**config.mk**
```make
export PLATFORM = sky130hd
export DESIGN_NAME = dtm_ctrl
export DESIGN_NICKNAME = d
export VERILOG_FILES = /design/src/dtm_ctrl.v
export VERILOG_INCLUDE_DIRS = /design/src
export SDC_FILE = /design/constraint.sdc
export NUM_CORES = 1
export LEC_CHECK = 0
export ABC_AREA = 1
export BUFFER_PORTS_ARGS = -buffer_cell sky130_fd_sc_hd__buf_2
export CAP_MARGIN = 40
export CORE_MARGIN = 8
export CORE_UTILIZATION = 58
export CTS_CLUSTER_SIZE = 24
export DETAILED_ROUTE_END_ITERATION = 6
export PLACE_DENSITY = 0.88
export SLEW_MARGIN = 10
export SYNTH_ARGS = -nofsm -noshare
export SYNTH_HDL_FRONTEND = slang
export SYNTH_SLANG_ARGS = --single-unit
```
**constraint.sdc**
```tcl
create_clock -name clock -period 4 [get_ports clock]
set_clock_uncertainty 0.2 [all_clocks]
set_input_delay 0.8 -clock clock [delete_from_list [all_inputs] [get_ports clock]]
set_output_delay 0.8 -clock clock [all_outputs]
set_load 0.01 [all_outputs]
```
**src/dtm_regs.vh**
```
`ifndef DTM_REGS_VH
`define DTM_REGS_VH
// Behaviour
// - four speed grades; hit read 3-6T, bursts 3-2-2-2..6-5-5-5, writes 2-4T
// - RAS-to-CAS, CAS width, RAS and CAS precharge follow the grade
// - 32 size codes over 4 banks, densities 256K to 4M by N
// - two non-cacheable regions, size 64KB-4MB, start in regs 54-57
// - region match compares A23 down to the size bit only
// - inside an enabled region DRAM stays off, access goes to AT memory
// - overlap of DRAM and AT memory goes to DRAM when no region excludes
// - only on-board DRAM can be cacheable; AT memory never
// - bit 5 of reg 58 selects holding the CPU during refresh
// - without hold, a DRAM access waits until refresh ends
// - refresh RAS precharge 3,3,4,5T and active 3,4,4,5T per grade
// - local refresh runs on its own timer, apart from AT refresh
// - hidden AT refresh every 15us, only while the AT bus is idle
// - CPU AT cycle, DMA/master and AT refresh are arbitrated in turn
// - slow refresh mode cuts the local refresh rate to one quarter; AT refresh stays every 15us
// - refresh is CAS-before-RAS, all CAS one T ahead of any RAS
// - odd bank RAS follow even bank RAS by one T during refresh
// - shadow enable per 32KB block of C0000-EFFFF, one for F segment
// - shadow areas uncached except C0000-C7FFF and F segment when set
// - relocation moves A0000-BFFFF and D0000-EFFFF above DRAM top
// - relocation only for 1,2,4,6,8MB and D/E shadow off
// - ROM select for top 64/128KB below 1MB and below 4GB
// - with BIOS shadow on, BIOS accesses below 1MB go to DRAM

// register indices, byte address is four times the index
`define DTM_IDX_NC0_BASE 8'h54
`define DTM_IDX_NC0_CTRL 8'h55
`define DTM_IDX_NC1_BASE 8'h56
`define DTM_IDX_NC1_CTRL 8'h57
`define DTM_IDX_REFCFG   8'h58
`define DTM_IDX_DRAMCFG  8'h60
`define DTM_IDX_SHADOW   8'h61
`define DTM_IDX_MAP      8'h62
`define DTM_IDX_STATUS   8'h63
// field positions
`define DTM_NC_EN        7
`define DTM_REF_HOLD     5
`define DTM_REF_SLOW     0
`define DTM_REF_HIDDEN   1
`define DTM_DC_WR3       2
`define DTM_SH_F         6
`define DTM_SH_CCACHE    7
`define DTM_SH_FCACHE    8
`define DTM_MAP_RELOC    0
`define DTM_MAP_ROM128   1
// reset values
`define DTM_RST_REFCFG   8'h20
`define DTM_RST_DRAMCFG  8'h03
// 64KB segment numbers
`define DTM_SEG_A        16'h000a
`define DTM_SEG_C        16'h000c
`define DTM_SEG_D        16'h000d
`define DTM_SEG_E        16'h000e
`define DTM_SEG_F        16'h000f
`define DTM_SEG_TOPM1    16'hfffe
`define DTM_SEG_TOP      16'hffff
`define DTM_RELOC_SEGS   11'h004
// grade tables in half-T clocks, nibble 0 fastest
`define DTM_T_RCD        16'h6443
`define DTM_T_CAS        16'h6643
`define DTM_T_RP         16'h8866
`define DTM_T_CP         16'h4221
`define DTM_T_RD         16'hca86
`define DTM_T_BURST      16'ha864
`define DTM_T_WR2        16'h8444
`define DTM_T_WR3        16'h8664
`define DTM_T_RFPRE      16'ha866
`define DTM_T_RFACT      16'ha886
`define DTM_T_ONE        4'h2
`define DTM_BURST_LAST   2'h3
// timing
`define DTM_CLK_NS       10
`define DTM_REF_NS       15000
`define DTM_ATREF_NS     500
`define DTM_SLOW_MUL     4
`endif

```
**src/dtm_ctrl.v**
```verilog
// Design decisions made here: the APB register port and the register offsets.
`timescale 1ns/10ps
`include "dtm_regs.vh"
module dtm_ctrl #(
    parameter REF_CYCLES   = `DTM_REF_NS / `DTM_CLK_NS,
    parameter SLOW_CYCLES  = REF_CYCLES * `DTM_SLOW_MUL,
    parameter ATREF_CYCLES = `DTM_ATREF_NS / `DTM_CLK_NS
) (
    input  wire        clock,
    input  wire        reset_n,
    input  wire        psel,
    input  wire        penable,
    input  wire        pwrite,
    input  wire [11:0] paddr,
    input  wire [31:0] pwdata,
    output reg  [31:0] prdata,
    output reg         pready,
    output reg         pslverr,
    input  wire        memReq,
    input  wire        memWrite,
    input  wire        memBurst,
    input  wire [31:0] memAddr,
    output reg         memReady,
    output reg         cpuHold,
    output reg         dramSel,
    output reg         atSel,
    output reg         romCs,
    output reg         cacheable,
    output reg  [25:0] localAddr,
    output reg  [3:0]  rasN,
    output reg  [3:0]  casN,
    input  wire        cpuAtReq,
    input  wire        dmaReq,
    input  wire        masterReq,
    output reg         atGrantCpu,
    output reg         atGrantDma,
    output reg         atRefresh
);
// ----------------------------------------------------------------
// constants and helpers
// ----------------------------------------------------------------
localparam S_IDLE  = 3'd0;
localparam S_PRE   = 3'd1;
localparam S_RCD   = 3'd2;
localparam S_ACC   = 3'd3;
localparam S_RFCAS = 3'd4;
localparam S_RFRAS = 3'd5;
localparam S_RFPRE = 3'd6;
localparam O_NONE  = 2'd0;
localparam O_CPU   = 2'd1;
localparam O_DMA   = 2'd2;
localparam O_REF   = 2'd3;
function [3:0] tsel;
    input [15:0] tab;
    input [1:0]  g;
    begin
        tsel = tab[g*4 +: 4];
    end
endfunction

// 64KB units per bank for a density code, zero when unused
function [10:0] bankUnits;
    input [2:0] d;
    begin
        bankUnits = (d > 3'd4) ? 11'h000 : (11'h010 << d);
    end
endfunction

function ncMatch;
    input [7:0]  base;
    input [7:0]  ctrl;
    input [7:0]  a;
    reg   [7:0]  mask;
    begin
        mask = 8'hff << ctrl[2:0];
        ncMatch = ctrl[`DTM_NC_EN] && ctrl[2:0] < 3'd7
                  && ((a & mask) == (base & mask));
    end
endfunction

// ----------------------------------------------------------------
// registers and APB slave
// ----------------------------------------------------------------
reg [7:0] nc0Base_reg, nc0Ctrl_reg, nc1Base_reg, nc1Ctrl_reg;
reg [7:0] refCfg_reg, dramCfg_reg, map_reg;
reg [8:0] shadow_reg;
reg [2:0] state_reg;
reg       pageOpen_reg;
reg       relocOk;
wire [7:0] idx = paddr[9:2];
wire       setup = psel && !penable;
wire       wrEn = psel && penable && pready && pwrite;
reg [31:0] rdVal;
reg        hitIdx;

always @* begin
    hitIdx = 1'b1;
    rdVal = 32'h0;
    case (idx)
        `DTM_IDX_NC0_BASE: rdVal[7:0] = nc0Base_reg;
        `DTM_IDX_NC0_CTRL: rdVal[7:0] = nc0Ctrl_reg;
        `DTM_IDX_NC1_BASE: rdVal[7:0] = nc1Base_reg;
        `DTM_IDX_NC1_CTRL: rdVal[7:0] = nc1Ctrl_reg;
        `DTM_IDX_REFCFG:   rdVal[7:0] = refCfg_reg;
        `DTM_IDX_DRAMCFG:  rdVal[7:0] = dramCfg_reg;
        `DTM_IDX_SHADOW:   rdVal[8:0] = shadow_reg;
        `DTM_IDX_MAP:      rdVal[7:0] = map_reg;
        `DTM_IDX_STATUS:   rdVal[5:0] = {relocOk, pageOpen_reg,
                               cpuHold, state_reg};
        default:           hitIdx = 1'b0;
    endcase
    if (paddr[11:10] != 2'b00 || paddr[1:0] != 2'b00)
        hitIdx = 1'b0;
end

always @(posedge clock or negedge reset_n) begin
    if (!reset_n) begin
        prdata <= 32'h0;
        pready <= 1'b0;
        pslverr <= 1'b0;
        nc0Base_reg <= 8'h00;
        nc0Ctrl_reg <= 8'h00;
        nc1Base_reg <= 8'h00;
        nc1Ctrl_reg <= 8'h00;
        refCfg_reg <= `DTM_RST_REFCFG;
        dramCfg_reg <= `DTM_RST_DRAMCFG;
        shadow_reg <= 9'h000;
        map_reg <= 8'h00;
    end else begin
        pready <= 1'b1;
        if (setup) begin
            prdata <= hitIdx ? rdVal : 32'h0;
            pslverr <= !hitIdx;
        end
        if (wrEn && hitIdx) begin
            case (idx)
                `DTM_IDX_NC0_BASE: nc0Base_reg <= pwdata[7:0];
                `DTM_IDX_NC0_CTRL: nc0Ctrl_reg <= pwdata[7:0];
                `DTM_IDX_NC1_BASE: nc1Base_reg <= pwdata[7:0];
                `DTM_IDX_NC1_CTRL: nc1Ctrl_reg <= pwdata[7:0];
                `DTM_IDX_REFCFG:   refCfg_reg <= pwdata[7:0];
                `DTM_IDX_DRAMCFG:  dramCfg_reg <= pwdata[7:0];
                `DTM_IDX_SHADOW:   shadow_reg <= pwdata[8:0];
                `DTM_IDX_MAP:      map_reg <= pwdata[7:0];
                default:           map_reg <= map_reg;
            endcase
        end
    end
end

// ----------------------------------------------------------------
// memory map routing
// ----------------------------------------------------------------
wire [1:0]  grade = dramCfg_reg[1:0];
wire [2:0]  dens = dramCfg_reg[7:5];
wire [10:0] bankSz = bankUnits(dens);
wire [12:0] topFull = {2'b00, bankSz} * ({11'h0, dramCfg_reg[4:3]} + 13'd1);
wire [10:0] top = topFull[10:0];
wire [15:0] seg = memAddr[31:16];
wire        deShadow = |shadow_reg[5:2];
reg         legacy, shadowOn, relocWin, romWin, toDram, cacheOk, ncHit;
reg  [25:0] locA;
reg  [2:0]  shIdx;
reg  [10:0] relOff;
reg  [15:0] relSeg;

always @* begin
    relocOk = map_reg[`DTM_MAP_RELOC] && !deShadow
              && (top == 11'h010 || top == 11'h020 || top == 11'h040
                  || top == 11'h060 || top == 11'h080);
    relOff = seg[10:0] - top;
    relocWin = relocOk && seg[15:11] == 5'h00 && seg[10:0] >= top
               && relOff < `DTM_RELOC_SEGS;
    legacy = seg >= `DTM_SEG_A && seg <= `DTM_SEG_F;
    shIdx = seg[2:0] - 3'd4;
    shIdx = {shIdx[1:0], memAddr[15]};
    shadowOn = (seg >= `DTM_SEG_C && seg < `DTM_SEG_F)
               ? shadow_reg[shIdx] : (seg == `DTM_SEG_F)
               && shadow_reg[`DTM_SH_F];
    romWin = seg == `DTM_SEG_F || seg == `DTM_SEG_TOP
             || (map_reg[`DTM_MAP_ROM128]
                 && (seg == `DTM_SEG_E || seg == `DTM_SEG_TOPM1));
    ncHit = ncMatch(nc0Base_reg, nc0Ctrl_reg, memAddr[23:16])
            || ncMatch(nc1Base_reg, nc1Ctrl_reg, memAddr[23:16]);
    if (ncHit)
        toDram = 1'b0;
    else if (relocWin)
        toDram = 1'b1;
    else if (legacy)
        toDram = shadowOn;
    else
        toDram = seg[15:11] == 5'h00 && seg[10:0] < top;
    cacheOk = !legacy
              || (seg == `DTM_SEG_C && !memAddr[15]
                  && shadow_reg[`DTM_SH_CCACHE])
              || (seg == `DTM_SEG_F && shadow_reg[`DTM_SH_FCACHE]);
    locA = memAddr[25:0];
    relSeg = (relOff[1] ? `DTM_SEG_D : `DTM_SEG_A) + {15'h0000, relOff[0]};
    if (relocWin)
        locA[25:16] = relSeg[9:0];
end

always @(posedge clock or negedge reset_n) begin
    if (!reset_n) begin
        dramSel <= 1'b0;
        atSel <= 1'b0;
        romCs <= 1'b0;
        cacheable <= 1'b0;
        localAddr <= 26'h0;
    end else begin
        dramSel <= memReq && toDram;
        romCs <= memReq && romWin && !toDram && !ncHit;
        atSel <= memReq && !toDram && !(romWin && !ncHit);
        cacheable <= memReq && toDram && cacheOk;
        localAddr <= locA;
    end
end

// ----------------------------------------------------------------
// refresh timers
// ----------------------------------------------------------------
reg [12:0] refCnt_reg, atCnt_reg;
reg        refDue_reg, atDue_reg;
wire       slow = refCfg_reg[`DTM_REF_SLOW];
wire [12:0] refLim = slow ? SLOW_CYCLES[12:0] - 13'd1
                          : REF_CYCLES[12:0] - 13'd1;
wire        refTick = refCnt_reg >= refLim;
wire        atTick = atCnt_reg >= REF_CYCLES[12:0] - 13'd1;
wire        refStart = state_reg == S_IDLE && refDue_reg && !pageOpen_reg;
reg [1:0]   owner_reg;
reg [6:0]   atRefCnt_reg;
reg [1:0]   dmaSync_reg, mstSync_reg;
wire        busReq = dmaSync_reg[1] || mstSync_reg[1];
wire        atRefStart = owner_reg == O_NONE && atDue_reg
            && (!refCfg_reg[`DTM_REF_HIDDEN] || (!cpuAtReq && !busReq));

always @(posedge clock or negedge reset_n) begin
    if (!reset_n) begin
        refCnt_reg <= 13'h0;
        atCnt_reg <= 13'h0;
        refDue_reg <= 1'b0;
        atDue_reg <= 1'b0;
    end else begin
        refCnt_reg <= refTick ? 13'h0 : refCnt_reg + 13'd1;
        atCnt_reg <= atTick ? 13'h0 : atCnt_reg + 13'd1;
        refDue_reg <= refTick || (refDue_reg && !refStart);
        atDue_reg <= atTick || (atDue_reg && !atRefStart);
    end
end

// ----------------------------------------------------------------
// AT bus arbiter
// ----------------------------------------------------------------
always @(posedge clock or negedge reset_n) begin
    if (!reset_n) begin
        dmaSync_reg <= 2'b00;
        mstSync_reg <= 2'b00;
        owner_reg <= O_NONE;
        atRefCnt_reg <= 7'h0;
        atGrantCpu <= 1'b0;
        atGrantDma <= 1'b0;
        atRefresh <= 1'b0;
    end else begin
        dmaSync_reg <= {dmaSync_reg[0], dmaReq};
        mstSync_reg <= {mstSync_reg[0], masterReq};
        atGrantCpu <= 1'b0;
        atGrantDma <= 1'b0;
        atRefresh <= 1'b0;
        case (owner_reg)
            O_NONE: begin
                if (atRefStart) begin
                    owner_reg <= O_REF;
                    atRefCnt_reg <= ATREF_CYCLES[6:0];
                    atRefresh <= 1'b1;
                end else if (cpuAtReq) begin
                    owner_reg <= O_CPU;
                    atGrantCpu <= 1'b1;
                end else if (busReq) begin
                    owner_reg <= O_DMA;
                    atGrantDma <= 1'b1;
                end
            end
            O_CPU: begin
                atGrantCpu <= cpuAtReq;
                if (!cpuAtReq)
                    owner_reg <= O_NONE;
            end
            O_DMA: begin
                atGrantDma <= busReq;
                if (!busReq)
                    owner_reg <= O_NONE;
            end
            O_REF: begin
                atRefresh <= atRefCnt_reg > 7'd1;
                atRefCnt_reg <= atRefCnt_reg - 7'd1;
                if (atRefCnt_reg <= 7'd1)
                    owner_reg <= O_NONE;
            end
            default: owner_reg <= O_NONE;
        endcase
    end
end

// ----------------------------------------------------------------
// DRAM timing state machine
// ----------------------------------------------------------------
reg [3:0]  cnt_reg, cnt_next;
reg [2:0]  state_next;
reg [1:0]  bank_reg, bank_next, beat_reg, beat_next;
reg [14:0] row_reg, row_next;
reg        pageOpen_next, burst_reg, burst_next;
reg [3:0]  rasN_next, casN_next;
reg        ready_next;
wire [4:0] bShift = 5'd20 + {2'b00, dens};
wire [1:0] reqBank = memAddr[bShift +: 2];
wire [14:0] reqRow = memAddr[25:11];
wire       dramReq = memReq && dramSel && !memReady;
wire [3:0] accLen = memWrite ? (dramCfg_reg[`DTM_DC_WR3]
                                ? tsel(`DTM_T_WR3, grade)
                                : tsel(`DTM_T_WR2, grade))
                             : tsel(`DTM_T_RD, grade);
wire [3:0] rfAct = tsel(`DTM_T_RFACT, grade);

always @* begin
    state_next = state_reg;
    cnt_next = (cnt_reg > 4'd1) ? cnt_reg - 4'd1 : cnt_reg;
    bank_next = bank_reg;
    row_next = row_reg;
    beat_next = beat_reg;
    burst_next = burst_reg;
    pageOpen_next = pageOpen_reg;
    rasN_next = pageOpen_reg ? ~(4'b0001 << bank_reg) : 4'hf;
    casN_next = 4'hf;
    ready_next = 1'b0;
    case (state_reg)
        S_IDLE: begin
            if (refDue_reg && pageOpen_reg) begin
                state_next = S_PRE;
                cnt_next = tsel(`DTM_T_RP, grade);
                rasN_next = 4'hf;
            end else if (refStart) begin
                state_next = S_RFCAS;
                cnt_next = `DTM_T_ONE;
                casN_next = 4'h0;
            end else if (dramReq) begin
                bank_next = reqBank;
                row_next = reqRow;
                beat_next = 2'd0;
                burst_next = memBurst && !memWrite;
                if (pageOpen_reg && bank_reg == reqBank
                    && row_reg == reqRow) begin
                    state_next = S_ACC;
                    cnt_next = accLen;
                end else if (pageOpen_reg) begin
                    state_next = S_PRE;
                    cnt_next = tsel(`DTM_T_RP, grade);
                    rasN_next = 4'hf;
                end else begin
                    state_next = S_RCD;
                    cnt_next = tsel(`DTM_T_RCD, grade);
                    rasN_next = ~(4'b0001 << reqBank);
                    pageOpen_next = 1'b1;
                end
            end
        end
        S_PRE: begin
            rasN_next = 4'hf;
            pageOpen_next = 1'b0;
            if (cnt_reg == 4'd1)
                state_next = S_IDLE;
        end
        S_RCD: begin
            if (cnt_reg == 4'd1) begin
                state_next = S_ACC;
                cnt_next = accLen;
            end
        end
        S_ACC: begin
            if (cnt_next <= tsel(`DTM_T_CAS, grade)
                && cnt_reg > 4'd1)
                casN_next = 4'h0;
            ready_next = cnt_reg == 4'd2;
            if (cnt_reg == 4'd1) begin
                if (burst_reg && beat_reg != `DTM_BURST_LAST) begin
                    beat_next = beat_reg + 2'd1;
                    cnt_next = tsel(`DTM_T_BURST, grade);
                end else begin
                    state_next = S_IDLE;
                end
            end
        end
        S_RFCAS: begin
            casN_next = 4'h0;
            if (cnt_reg == 4'd1) begin
                state_next = S_RFRAS;
                cnt_next = rfAct + `DTM_T_ONE;
                rasN_next = 4'b1010;
            end
        end
        S_RFRAS: begin
            casN_next = 4'h0;
            rasN_next = (cnt_reg > rfAct + 4'd1) ? 4'b1010 : 4'h0;
            if (cnt_reg == 4'd1) begin
                state_next = S_RFPRE;
                cnt_next = tsel(`DTM_T_RFPRE, grade);
                rasN_next = 4'hf;
                casN_next = 4'hf;
            end
        end
        S_RFPRE: begin
            rasN_next = 4'hf;
            if (cnt_reg == 4'd1)
                state_next = S_IDLE;
        end
        default: state_next = S_IDLE;
    endcase
end

always @(posedge clock or negedge reset_n) begin
    if (!reset_n) begin
        state_reg <= S_IDLE;
        cnt_reg <= 4'h0;
        bank_reg <= 2'd0;
        row_reg <= 15'h0;
        beat_reg <= 2'd0;
        burst_reg <= 1'b0;
        pageOpen_reg <= 1'b0;
        rasN <= 4'hf;
        casN <= 4'hf;
        memReady <= 1'b0;
        cpuHold <= 1'b0;
    end else begin
        state_reg <= state_next;
        cnt_reg <= cnt_next;
        bank_reg <= bank_next;
        row_reg <= row_next;
        beat_reg <= beat_next;
        burst_reg <= burst_next;
        pageOpen_reg <= pageOpen_next;
        rasN <= rasN_next;
        casN <= casN_next;
        memReady <= ready_next;
        cpuHold <= refCfg_reg[`DTM_REF_HOLD]
                   && state_next >= S_RFCAS && state_next <= S_RFPRE;
    end
end

endmodule

```
==> impl_metrics.toml <==
[run_status]
status = "complete, no violations"

[pwr]
clkPwrFrac_pct = 33.4
ir_worst_vdd_mv = 0.314
p_seq_share_pct = 42.7
p_int_mw = 3.26
power_density_nw_per_um2 = 404
power_switching_mw = 1.71
p_leak_nw = 6.15
power.total_mw = 4.97
pwr-share-comb_pct = 23.9
p_sw_share_pct = 34.4

[yosys]
synth_xor_area_share_pct = 1.94
ys.warnings.count = 0
synth_top_family_by_area = "simple AND/OR/NAND/NOR gates"
synth_edf_count = 0
synth_mux_area_share_pct = 0.0924
seq_area_frac_synth_pct = 42.8
synth_compound_area_share_pct = 13.3
synthArstFlopShare_pct = 100
synth_top_area_share_pct = 40.9
syn_area_per_cell_um2 = 7.68
synth.largest_area_cell = "dfrtp_1"
synth.most_common_cell = "nand2_1"
synth_commonest_cells = "340 x nand2_1, 198 x inv_1, 177 x dfrtp_1"
ys.flop_type = "dfrtp_1"
synth-adder-area-share_pct = 6.35
synth_area_leaders = "dfrtp_1 41%, nand2_1 12%, inv_1 6.9%"
synthesis.area_um2 = 10800
ys_ff_latch = 185
ys_types = 56
synth_cells = 1411
synth-simple-area-share_pct = 25.5

[global_routing]
first_global_vias = 10100
grt_pass1_wl_um = 49200
grt-ovfl-total = 0
grt_max_degree = 98
antenna_found_initial = 2
track_usage_pct = 25.5

[flow_run]
drv_cap = 0

[setup_path]
crit_type = "reg -> reg"
r2r-start = "dramCfg_reg[5]$_DFFE_PN0P_"
path_cells = "clkinvlp_4 > nor2_2 > nand3_1 > fa_1 > inv_1 > ha_1 > fa_1 > xnor2_2 > ha_1 > a21oi_2 > nand2_1 > xor2_1 > nor2_1 > nand3_2 > buf_4 > nand2_1 > o21ai_0"
reg2reg_depth = 17
cp_top_family = "adder cells"
setup.worst_path.start_class = "flop"
worstPathArrival_ps = 4010
cpPeakStageDelay_ps = 520
slowest_stage = "fa_1"
endpoint_kind = "flop"
cp.depth = 17
critPathMaxFanout = 6
r2r_end = "localAddr[17]$_DFF_PN0_"
cp.buffers_inverters = 3
worst_ep_required_time_ps = 4120
r2r_slack_ps = 110

[timing]
finalHoldViolations = 0
worstMarginPinSlew_ps = 835
relSlewSlack_pct = 44.1
setup_violations = 0
min_period_over_period_pct = 97.4
max_freq_mhz = 257
tns_ps = 0
post-route-min-period_ps = 3890
drv_slew = 0

[final_layout]
seqCellArea_um2 = 4650
fin_nets = 1675
drive_above_1_share_pct = 13.3
area_delta_synth_final_pct = 13.6
multiInputGateArea_um2 = 5280
largest_register_ffs = 26
finalNonFillerCells = 1784
final_util_pct = 66.5
fill_cells = 1523

[floorplanning]
ios = 164
die_x_um = 153
placementRows = 50
start_util_pct = 58.5
dieArea_um2 = 23300
dieHeight_um = 153
coreArea_um2 = 18500

[worst_hold_path]
hold_start = "mstSync_reg[0]$_DFF_PN0_"
hold_path_class = "reg -> reg"
hold_end = "mstSync_reg[1]$_DFF_PN0_"
whs_path_depth = 0

[clock_tree]
cts.sinks = 185
numCtsBuffers = 17
htreeDepth = 4
cts_max_path_buffers = 2
path_clk_slew_ps = 80
insertion_delay_ps = 430
cts_root_buf = "clkbuf_16"
cts_tree = "built"

[placement]
routabilityCongestion = 0.948
dp_cells = 1748
io_buffers = 117
dp_hpwl_um = 22100

[routing]
drt-total-wl_um = 29700
wire_per_inst_um = 16.6
vias = 10100
first_iter_violations = 1073
drc = 0
drt_first_pass_iters = 6
route.antenna.remaining_nets = 0
vias_per_cell = 5.66
-- how the worst max path moves through the flow --
stage                                           from                       to  slack [ps]
after CTS                 dramCfg_reg[4]$_DFFE_PN0P_          romCs$_DFF_PN0_          30
final                     dramCfg_reg[5]$_DFFE_PN0P_  localAddr[17]$_DFF_PN0_         110
after global placement    dramCfg_reg[4]$_DFFE_PN0P_  localAddr[16]$_DFF_PN0_          90
after floorplan           dramCfg_reg[6]$_DFFE_PN0P_  localAddr[16]$_DFF_PN0_         330
after detailed placement  dramCfg_reg[4]$_DFFE_PN0P_  localAddr[16]$_DFF_PN0_         -60
after global routing      dramCfg_reg[5]$_DFFE_PN0P_  localAddr[17]$_DFF_PN0_        -130
-- final cells by class --
cell class / count / area share, %
multi-input cells: 994 / 42.9
flip-flops and latches: 185 / 37.7
inverters: 204 / 6.28
repair buffers: 134 / 5.97
clock buffers: 19 / 3.52
well taps: 234 / 2.38
clock inverters: 13 / 1.19
diodes: 1 / 0.0203
-- power groups by stage --
stage               Sequential, mW  Combinational [mW]  Clock, mW
finish                        2.12                1.19       1.66
floorplan                     2.16               0.801          0
global route                  2.14                1.38       1.76
CTS                           2.12                1.17       1.68
global placement              2.15                1.12          0
detailed placement            2.16                1.16          0
-- cell families after synthesis --
| family | after synthesis |
|---|---|
| and+or+nand+nor | 641 |
| buffers and inverters | 257 |
| AOI/OAI and AO/OA | 249 |
| DFF | 185 |
| adders and majority gates | 52 |
| xor gates and xnor gates | 24 |
| other | 2 |
| muxes | 1 |
-- per-stage QoR --
stage	setup WS (ps)	hold slack [ps]	cell area, um^2
6_report	105	150	12300
3_3_place_gp	93.7	132	11600
5_1_grt	-134	170	12300
4_1_cts	34.3	154	12200
3_5_place_dp	-57.1	135	11600
2_1_floorplan	328	131	10900
-- layout by cell type (no fill, tap or decap), types with 38 or more instances in the layout --
master     n
a21oi_1   53
buf_2    116
dfrtp_1  172
ha_1      46
inv_1    197
nand2_1  340
nand3_1   71
nor2_1   132
nor3_1    38
o21ai_0  118
-- layer usage --
| layer | vias up | global-route usage (%) | wire length (um) |
|---|---|---|---|
| li1 | 4808 | - | - |
| met1 | 4667 | 33.4 | 12400 |
| met2 | 530 | 39.9 | 13300 |
| met3 | 84 | 7.83 | 3100 |
| met4 | 2 | 8.44 | 811 |
| met5 | - | 0 | 10 |
-- repair_timing --
action,in CTS,in global routing
endpoints found under the setup margin,9,14
buffers inserted,0,3
endpoints found under the hold margin,0,0
gates resized for setup,3,16
pin swaps,0,2
hold buffers,0,0
No activity file was read; power rests on OpenSTA's default activity.
